### src/core/slot_map_pkg.sv
// Package: register map, fields, reset values and frame formats
// Assumes a 25 MHz system clock and a Wishbone slave with word-indexed registers
package slot_map_pkg;
   // Register indices; byte address is four times the index
   localparam logic [5:0] CH1_IDX  = 6'h0B;
   localparam logic [5:0] CH2_IDX  = 6'h0C;
   localparam logic [5:0] FRM_IDX  = 6'h10;
   localparam logic [5:0] STAT_IDX = 6'h11;
   // Reset values
   localparam logic [6:0] CH1_RST = 7'h00;
   localparam logic [6:0] CH2_RST = 7'h01;
   localparam logic [6:0] FRM_RST = 7'h00;
   // Field positions
   localparam int LINE_BIT  = 6;
   localparam int SLOT_HI   = 5;
   localparam int FMT_HI    = 1;
   localparam int OFS_LO    = 2;
   localparam int OFS_HI    = 6;
   localparam int CONF_BIT  = 0;
   localparam int FSYNC_BIT = 1;
   localparam int CUR_LO    = 8;
   // Slot numbering
   localparam int HALF_SLOTS = 32;
   localparam int ALL_SLOTS  = 64;
   typedef enum logic [1:0] {FMT_TDM, FMT_I2S, FMT_LJ} fmt_t;
endpackage : slot_map_pkg

### src/core/audio_serial_slot_mapper.sv
// Slot mapper for channels 1 and 2 of the audio serial output, Wishbone registers
// Assumes bclk_i and fsync_i come from the host; channel words from clk_i logic
// Function
// - Ch1 line bit picks primary/secondary pin
// - Ch2 line bit picks primary/secondary pin
// - Codes 0-31: TDM slot or left slot
// - Codes 32-63: TDM slot or right slot
// - Ch1 register at 0xB, resets zero
// - Ch2 register at 0xC, resets 0x1
// - Bit 7 reads zero, write reset value
// - Middle codes map linearly, one slot each
// - Slot-0 offset delays MSB by bit clocks
//
// The implementer's own choice: register access over Wishbone.
`timescale 1ns/1ps
`default_nettype none
module audio_serial_slot_mapper
   import slot_map_pkg::*;
#(
   parameter int SLOT_W = 32,
   parameter int ADR_W  = 8
) (
   // Clock and reset
   input  wire logic              clk_i,
   input  wire logic              rst_i,
   // Wishbone slave
   input  wire logic              cyc_i,
   input  wire logic              stb_i,
   input  wire logic              we_i,
   input  wire logic [ADR_W-1:0]  adr_i,
   input  wire logic [3:0]        sel_i,
   input  wire logic [31:0]       dat_i,
   output logic      [31:0]       dat_o,
   output logic                   ack_o,
   // Channel samples
   input  wire logic [SLOT_W-1:0] chan1_data_i,
   input  wire logic [SLOT_W-1:0] chan2_data_i,
   // Link from host
   input  wire logic              bclk_i,
   input  wire logic              fsync_i,
   // Serial outputs
   output logic                   primary_serial_out_o,
   output logic                   primary_oe_o,
   output logic                   secondary_serial_out_o,
   output logic                   secondary_oe_o
);
   localparam int SLOT_LG = $clog2(SLOT_W);
   localparam int CNT_W   = $clog2(ALL_SLOTS * SLOT_W + 64) + 1;
   localparam logic [CNT_W-1:0] CNT_MAX = {CNT_W{1'b1}};

   // Refuse sizes that the slot and address logic cannot serve
   if (SLOT_W < 8 || SLOT_W > 32 || (1 << SLOT_LG) != SLOT_W) begin : g_bad_slot_w
      $error("SLOT_W must be a power of two from 8 to 32");
   end
   if (ADR_W < 8) begin : g_bad_adr_w
      $error("ADR_W must be at least 8");
   end

   function automatic logic hits(input logic [6:0] cfg, input logic line,
                                 input logic [5:0] slot);
      hits = (cfg[LINE_BIT] == line) && (cfg[SLOT_HI:0] == slot);
   endfunction : hits

   // Link synchronisers
   logic bclk_s1_q;
   logic bclk_s2_q;
   logic bclk_prev_q;
   logic fs_s1_q;
   logic fs_s2_q;
   always_ff @(posedge clk_i) begin
      if (rst_i) begin
         bclk_s1_q   <= 1'b0;
         bclk_s2_q   <= 1'b0;
         bclk_prev_q <= 1'b0;
         fs_s1_q     <= 1'b0;
         fs_s2_q     <= 1'b0;
      end else begin
         bclk_s1_q   <= bclk_i;
         bclk_s2_q   <= bclk_s1_q;
         bclk_prev_q <= bclk_s2_q;
         fs_s1_q     <= fsync_i;
         fs_s2_q     <= fs_s1_q;
      end
   end
   logic bclk_fall;
   assign bclk_fall = bclk_prev_q & ~bclk_s2_q;

   // Registers
   logic [6:0] ch1_q, ch1_d;
   logic [6:0] ch2_q, ch2_d;
   logic [6:0] frm_q, frm_d;
   logic       conf_q, conf_d, ack_d;
   logic [31:0] dat_d;
   logic [5:0] idx;
   logic       wr_lane;
   fmt_t       fmt;
   logic [4:0] ofs;
   assign idx     = adr_i[7:2];
   assign wr_lane = cyc_i & stb_i & we_i & ack_o & sel_i[0];
   assign fmt     = fmt_t'(frm_q[FMT_HI:0]);
   assign ofs     = frm_q[OFS_HI:OFS_LO];

   // Frame engine state
   logic [CNT_W-1:0]  cnt_q, cnt_d, dly, pos;
   logic              fs_last_q, fs_last_d, right_d, right_q;
   logic [SLOT_W-1:0] d1_q, d1_d, d2_q, d2_d;
   logic [5:0]        cur_q, cur_d, slot;
   logic              p_out_d, p_oe_d, s_out_d, s_oe_d;
   logic              live, clash, frame_start;
   logic [1:0]        h1, h2;
   logic              b1, b2;

   always_comb begin
      cnt_d     = cnt_q;
      fs_last_d = fs_last_q;
      right_d   = right_q;
      d1_d      = d1_q;
      d2_d      = d2_q;
      cur_d     = cur_q;
      p_out_d   = primary_serial_out_o;
      p_oe_d    = primary_oe_o;
      s_out_d   = secondary_serial_out_o;
      s_oe_d    = secondary_oe_o;
      live      = 1'b0;
      clash     = 1'b0;
      h1        = 2'b00;
      h2        = 2'b00;
      b1        = 1'b0;
      b2        = 1'b0;
      slot      = 6'h00;
      frame_start = 1'b0;
      dly = CNT_W'(ofs) + ((fmt == FMT_I2S) ? CNT_W'(1) : CNT_W'(0));
      pos = CNT_W'(0);
      if (bclk_fall) begin
         fs_last_d = fs_s2_q;
         // A TDM sync pulse opens a frame on its rise only
         frame_start = (fmt == FMT_TDM) ? (fs_s2_q && !fs_last_q) : (fs_s2_q != fs_last_q);
         if (frame_start) begin
            cnt_d = CNT_W'(0);
            if ((fmt == FMT_I2S) ? !fs_s2_q : fs_s2_q) begin
               d1_d = chan1_data_i;
               d2_d = chan2_data_i;
            end
         end else if (cnt_q != CNT_MAX) begin
            cnt_d = cnt_q + CNT_W'(1);
         end
         case (fmt)
            FMT_I2S: right_d = fs_s2_q;
            FMT_LJ:  right_d = !fs_s2_q;
            default: right_d = 1'b0;
         endcase
         pos  = cnt_d - dly;
         live = (cnt_d >= dly) && ((pos >> SLOT_LG) < CNT_W'(ALL_SLOTS));
         slot = 6'(pos >> SLOT_LG);
         if (fmt != FMT_TDM) begin
            live = live && ((pos >> SLOT_LG) < CNT_W'(HALF_SLOTS));
            slot = {right_d, slot[4:0]};
         end
         if (live) begin
            cur_d = slot;
         end
         // Bits come from the word in force at this fall
         b1 = d1_d[SLOT_W - 1 - int'(pos[SLOT_LG-1:0])];
         b2 = d2_d[SLOT_W - 1 - int'(pos[SLOT_LG-1:0])];
         for (int l = 0; l < 2; l++) begin
            h1[l] = live && hits(ch1_q, l[0], slot);
            h2[l] = live && hits(ch2_q, l[0], slot);
         end
         clash = (h1[0] & h2[0]) | (h1[1] & h2[1]);
         p_oe_d  = h1[0] | h2[0];
         p_out_d = h1[0] ? b1 : (h2[0] & b2);
         s_oe_d  = h1[1] | h2[1];
         s_out_d = h1[1] ? b1 : (h2[1] & b2);
      end
   end

   always_ff @(posedge clk_i) begin
      if (rst_i) begin
         cnt_q                  <= CNT_MAX;
         fs_last_q              <= 1'b0;
         right_q                <= 1'b0;
         d1_q                   <= '0;
         d2_q                   <= '0;
         cur_q                  <= 6'h00;
         primary_serial_out_o   <= 1'b0;
         primary_oe_o           <= 1'b0;
         secondary_serial_out_o <= 1'b0;
         secondary_oe_o         <= 1'b0;
      end else begin
         cnt_q                  <= cnt_d;
         fs_last_q              <= fs_last_d;
         right_q                <= right_d;
         d1_q                   <= d1_d;
         d2_q                   <= d2_d;
         cur_q                  <= cur_d;
         primary_serial_out_o   <= p_out_d;
         primary_oe_o           <= p_oe_d;
         secondary_serial_out_o <= s_out_d;
         secondary_oe_o         <= s_oe_d;
      end
   end

   // Bus slave
   always_comb begin
      ch1_d  = ch1_q;
      ch2_d  = ch2_q;
      frm_d  = frm_q;
      conf_d = conf_q;
      ack_d  = cyc_i & stb_i & ~ack_o;
      dat_d  = 32'h0000_0000;
      if (wr_lane) begin
         if (idx == CH1_IDX) begin
            ch1_d = dat_i[6:0];
         end else if (idx == CH2_IDX) begin
            ch2_d = dat_i[6:0];
         end else if (idx == FRM_IDX) begin
            frm_d = dat_i[6:0];
         end else if (idx == STAT_IDX && dat_i[CONF_BIT]) begin
            conf_d = 1'b0;
         end
      end
      if (clash) begin
         conf_d = 1'b1;
      end
      if (ack_d && !we_i) begin
         if (idx == CH1_IDX) begin
            dat_d = {25'h000_0000, ch1_q};
         end else if (idx == CH2_IDX) begin
            dat_d = {25'h000_0000, ch2_q};
         end else if (idx == FRM_IDX) begin
            dat_d = {25'h000_0000, frm_q};
         end else if (idx == STAT_IDX) begin
            dat_d = {18'h0_0000, cur_q, 6'h00, fs_s2_q, conf_q};
         end
      end
   end

   always_ff @(posedge clk_i) begin
      if (rst_i) begin
         ch1_q  <= CH1_RST;
         ch2_q  <= CH2_RST;
         frm_q  <= FRM_RST;
         conf_q <= 1'b0;
         ack_o  <= 1'b0;
         dat_o  <= 32'h0000_0000;
      end else begin
         ch1_q  <= ch1_d;
         ch2_q  <= ch2_d;
         frm_q  <= frm_d;
         conf_q <= conf_d;
         ack_o  <= ack_d;
         dat_o  <= dat_d;
      end
   end
endmodule : audio_serial_slot_mapper
`default_nettype wire

### config.mk
export PLATFORM = sky130hd
export DESIGN_NAME = audio_serial_slot_mapper
export DESIGN_NICKNAME = d
export VERILOG_FILES = /design/src/core/slot_map_pkg.sv /design/src/core/audio_serial_slot_mapper.sv
export SDC_FILE = /design/constraint.sdc
export NUM_CORES = 1
export LEC_CHECK = 0
export ABC_AREA = 0
export CAP_MARGIN = 10
export CORE_MARGIN = 3
export CORE_UTILIZATION = 49
export CTS_BUF_LIST = sky130_fd_sc_hd__clkbuf_16
export DETAILED_ROUTE_END_ITERATION = 10
export DONT_BUFFER_PORTS = 1
export HOLD_SLACK_MARGIN = 0.05
export PLACE_DENSITY = 0.6
export SYNTH_ARGS = -nofsm -noshare
export SYNTH_HDL_FRONTEND = slang
export SYNTH_SLANG_ARGS = --single-unit
### constraint.sdc
create_clock -name clk_i -period 8.23 [get_ports clk_i]
set_input_delay 0.4115 -clock clk_i [delete_from_list [all_inputs] [get_ports clk_i]]
set_output_delay 0.4115 -clock clk_i [all_outputs]
set_load 0.005 [all_outputs]
==> results.md <==
* Status: finished, final reports clean
* Area leader, netlist: dfxtp_1
* Distinct cells, synth at 76
* Reg-to-reg startpoint: fs_s2_q$_SDFF_PP0_
* Pleak at 2.68 nW
* GRT Util Overall at 0.239
* Power Total at 1.75 mW
* Row cnt at 43
* Sequential-to-total area share from yosys stat at 0.355
* EDFF count, synth at 0
* Synth area leaders: dfxtp_1 35%, nand2_1 8.4%, mux4_2 8.3%
* Crit Path Max Fanout at 15
* CTS buffer count at 17
* Post-detailed-route wirelength per cell at 18.5 um
* Worst EP arrival at 5.45 ns
* Clock Sink Count at 129
* Initial Util at 0.513
* CP Class: flip-flop to flip-flop
* #FFs+latches synth at 129
* Pwr dens at 220 nW/um^2
* TritonCTS clock tree: yes
* Crit path launch: fs_s2_q$_SDFF_PP0_
* Post-layout util at 0.558
* Most frequent cells in the layout: 162 x nand2_1, 129 x dfxtp_1, 78 x a21oi_1, 67 x nor2_1
* Met1 GRT Util at 0.281
* Post-DP HPWL at 13.1 mm
* Initial drt markers at 471
* Worst Hold Class: primary input to flip-flop
* Initial antenna violation count at 0
* Via count at 6259
* Setup-failing EPs final at 0
* Routed Antenna Nets at 0
* Residual DRC count at 0
* Sum of negative setup slack at 0 ns
* Busiest grt layer: met2
* Area grow syn2layout at 8.83%
* Latest clock arrival within the worst-skew pair at 0.42 ns
* Number of port buffers at 0
* Mapped Cells at 856
* H-tree levels at 4
* M2 GR Usage at 0.413
* Seq. cell area at 2580 um^2
* Period minus WS final at 5.11 ns
* Nets@finish at 954
* Die height at 128 um
* Critical Path RT at 8.57 ns
* Unrepaired setup endpoints after global routing: no
* Core area at 14200 um^2
* Worst slew pin tran at 1.22 ns
* Congestion Overflow GR at 0
* Share of layout cells above drive strength 1 at 0.107
* Die width at 128 um
* Worst Hold Margin at 0.0825 ns
* Clock Path Buffers at 2
* Die Area at 16400 um^2
* Primary FF master, synth: dfxtp_1
* Layout Skew at 0.0112 ns
* Worst vdd ir at 0.137 mV
* Share of Yosys cell area claimed by the top area cell type at 0.355
* Area of the multi-input gates at 4380 um^2
* First-pass GRT wire length at 31.2 mm
* FFs w/ async S/R, synth at 0
* N_diodes at 0
* CP Capture Type: flip-flop
* Via/cell ratio at 6.14
* GPL Wtd Cong at 0.860
* Post-synthesis cell area at 7280 um^2
* Worst Hold Launch: rst_i
* Max-cap violations at 0
* Crit share post-route at 0.621
* Drt total wl at 18.9 mm
* Largest net degree at the start of global routing at 116
* Worst rel slew slack at 0.182
* Endpoints failing hold at 0
* Max Clock Freq at 0.196 GHz
* Fillers at 1318
* Worst-path clk slew at 0.06 ns
* Synth warn at 0
* CTS resizes at 0
* Final slew viol count at 0
* Vias in the first global route at 6300
* Avg Inst Size Synth at 8.51 um^2
* M3 GR Usage at 0.0775
* Most common cell after layout, fill and taps aside: nand2_1
* Drt pass-1 iters at 5
* CP Launch Type: flip-flop
* Io pins at 152
* Clk root buf: clkbuf_16
==> state kept, by name, summed over array words and instances (netlist names), 6 cells and up <==
signal and flops:
ch1_q 7, cnt_q 13, cur_q 6, frm_q 7
dat_o 13, d1_q 32, d2_q 32, ch2_q 7
==> worst max-delay path: stages (launching register included) <==
cell and delay (ns):
dfxtp_1 0.64, ha_1 0.26, nor3b_4 0.41, or2_1 0.45, nor2_1 0.19, fa_1 0.53, a211oi_1 0.26, nor2_1 0.14
o22a_1 0.22, nor2_1 0.35, a31oi_1 0.30, xnor2_1 0.21, or4_1 0.52, a2111o_1 0.33, o31ai_2 0.21
==> final timing paths <==
kind / endpoint / slack (ns) / depth (start not counted)
max: secondary_serial_out_o$_SDFFE_PP0P_ / 3.12 / 14
min: ch1_q[6]$_SDFFE_PP0P_ / 0.08 / 1
max reg2reg: secondary_serial_out_o$_SDFFE_PP0P_ / 3.12 / 14
min reg2reg: dat_o[9]$_SDFF_PP0_ / 0.45 / 1
==> cells in the mapped netlist, types with 4 or more instances <==
cell type	instances
a211o_1	14
a211oi_1	6
a21o_1	6
a21oi_1	78
a222oi_1	7
a22oi_1	5
a31oi_1	7
and2_1	11
and3_1	4
buf_2	7
buf_4	20
clkbuf_1	45
dfxtp_1	129
ha_1	10
inv_1	9
mux2i_1	32
mux4_2	27
nand2_1	163
nand2b_1	8
nand3_1	32
nand4_1	10
nor2_1	68
nor2b_1	12
nor3_1	23
nor4_1	8
o2111ai_1	5
o21ai_0	12
o21ai_1	4
xnor2_1	13
xor2_1	9
==> cell families (layout without fill, tap and decap cells) <==
group | count (synthesis) | count (layout) | synth area share
adders and majority gates | 11 | 11 | 0.0199
buffers and inverters | 83 | 49 | 0.0553
AOI/OAI and AO/OA | 180 | 180 | 0.170
muxes | 62 | 62 | 0.132
other | 1 | 19 | 0.000515
and+or+nand+nor | 367 | 367 | 0.238
DFF | 129 | 129 | 0.355
xor gates and xnor gates | 23 | 23 | 0.0297
==> power breakdown <==
group / internal, mW / switching, mW
clock: 0.504 / 0.286
sequential: 0.629 / 0.00544
combinational: 0.123 / 0.198
==> layer usage <==
| metal | up-vias | share of wire | wire length (um) |
|---|---|---|---|
| met2 | 228 | 0.50 | 9390 |
| met1 | 3008 | 0.40 | 7500 |
| met4 | 0 | 0.023 | 435 |
| met3 | 32 | 0.082 | 1540 |
| li1 | 2991 | - | - |
| met5 | - | 0 | 0 |
==> cell type report <==
cell class	instances	share of cell area
Multi-Input combinational cell	662	0.553
Clock buffer	17	0.0537
Sequential cell	129	0.326
Inverter	9	0.00426
Timing Repair Buffer	9	0.0107
Tap cell	180	0.0284
Clock inverter	14	0.0241
==> timing repair <==
item | 4_1_cts | 5_1_grt
endpoints found under the hold margin | 3 | 0
setup buffers | 0 | 0
hold buffers | 2 | 0
==> stage by stage <==
step                setup slack, ns  cells  cell area (um^2)
finish                         3.12   1020              7930
global route                   2.71   1020              7930
CTS                            3.16   1019              7910
detailed placement             3.23    986              7270
global placement               3.22    986              7270
floorplan                      3.92    874              7350
Power figures use the tool's default switching activity.
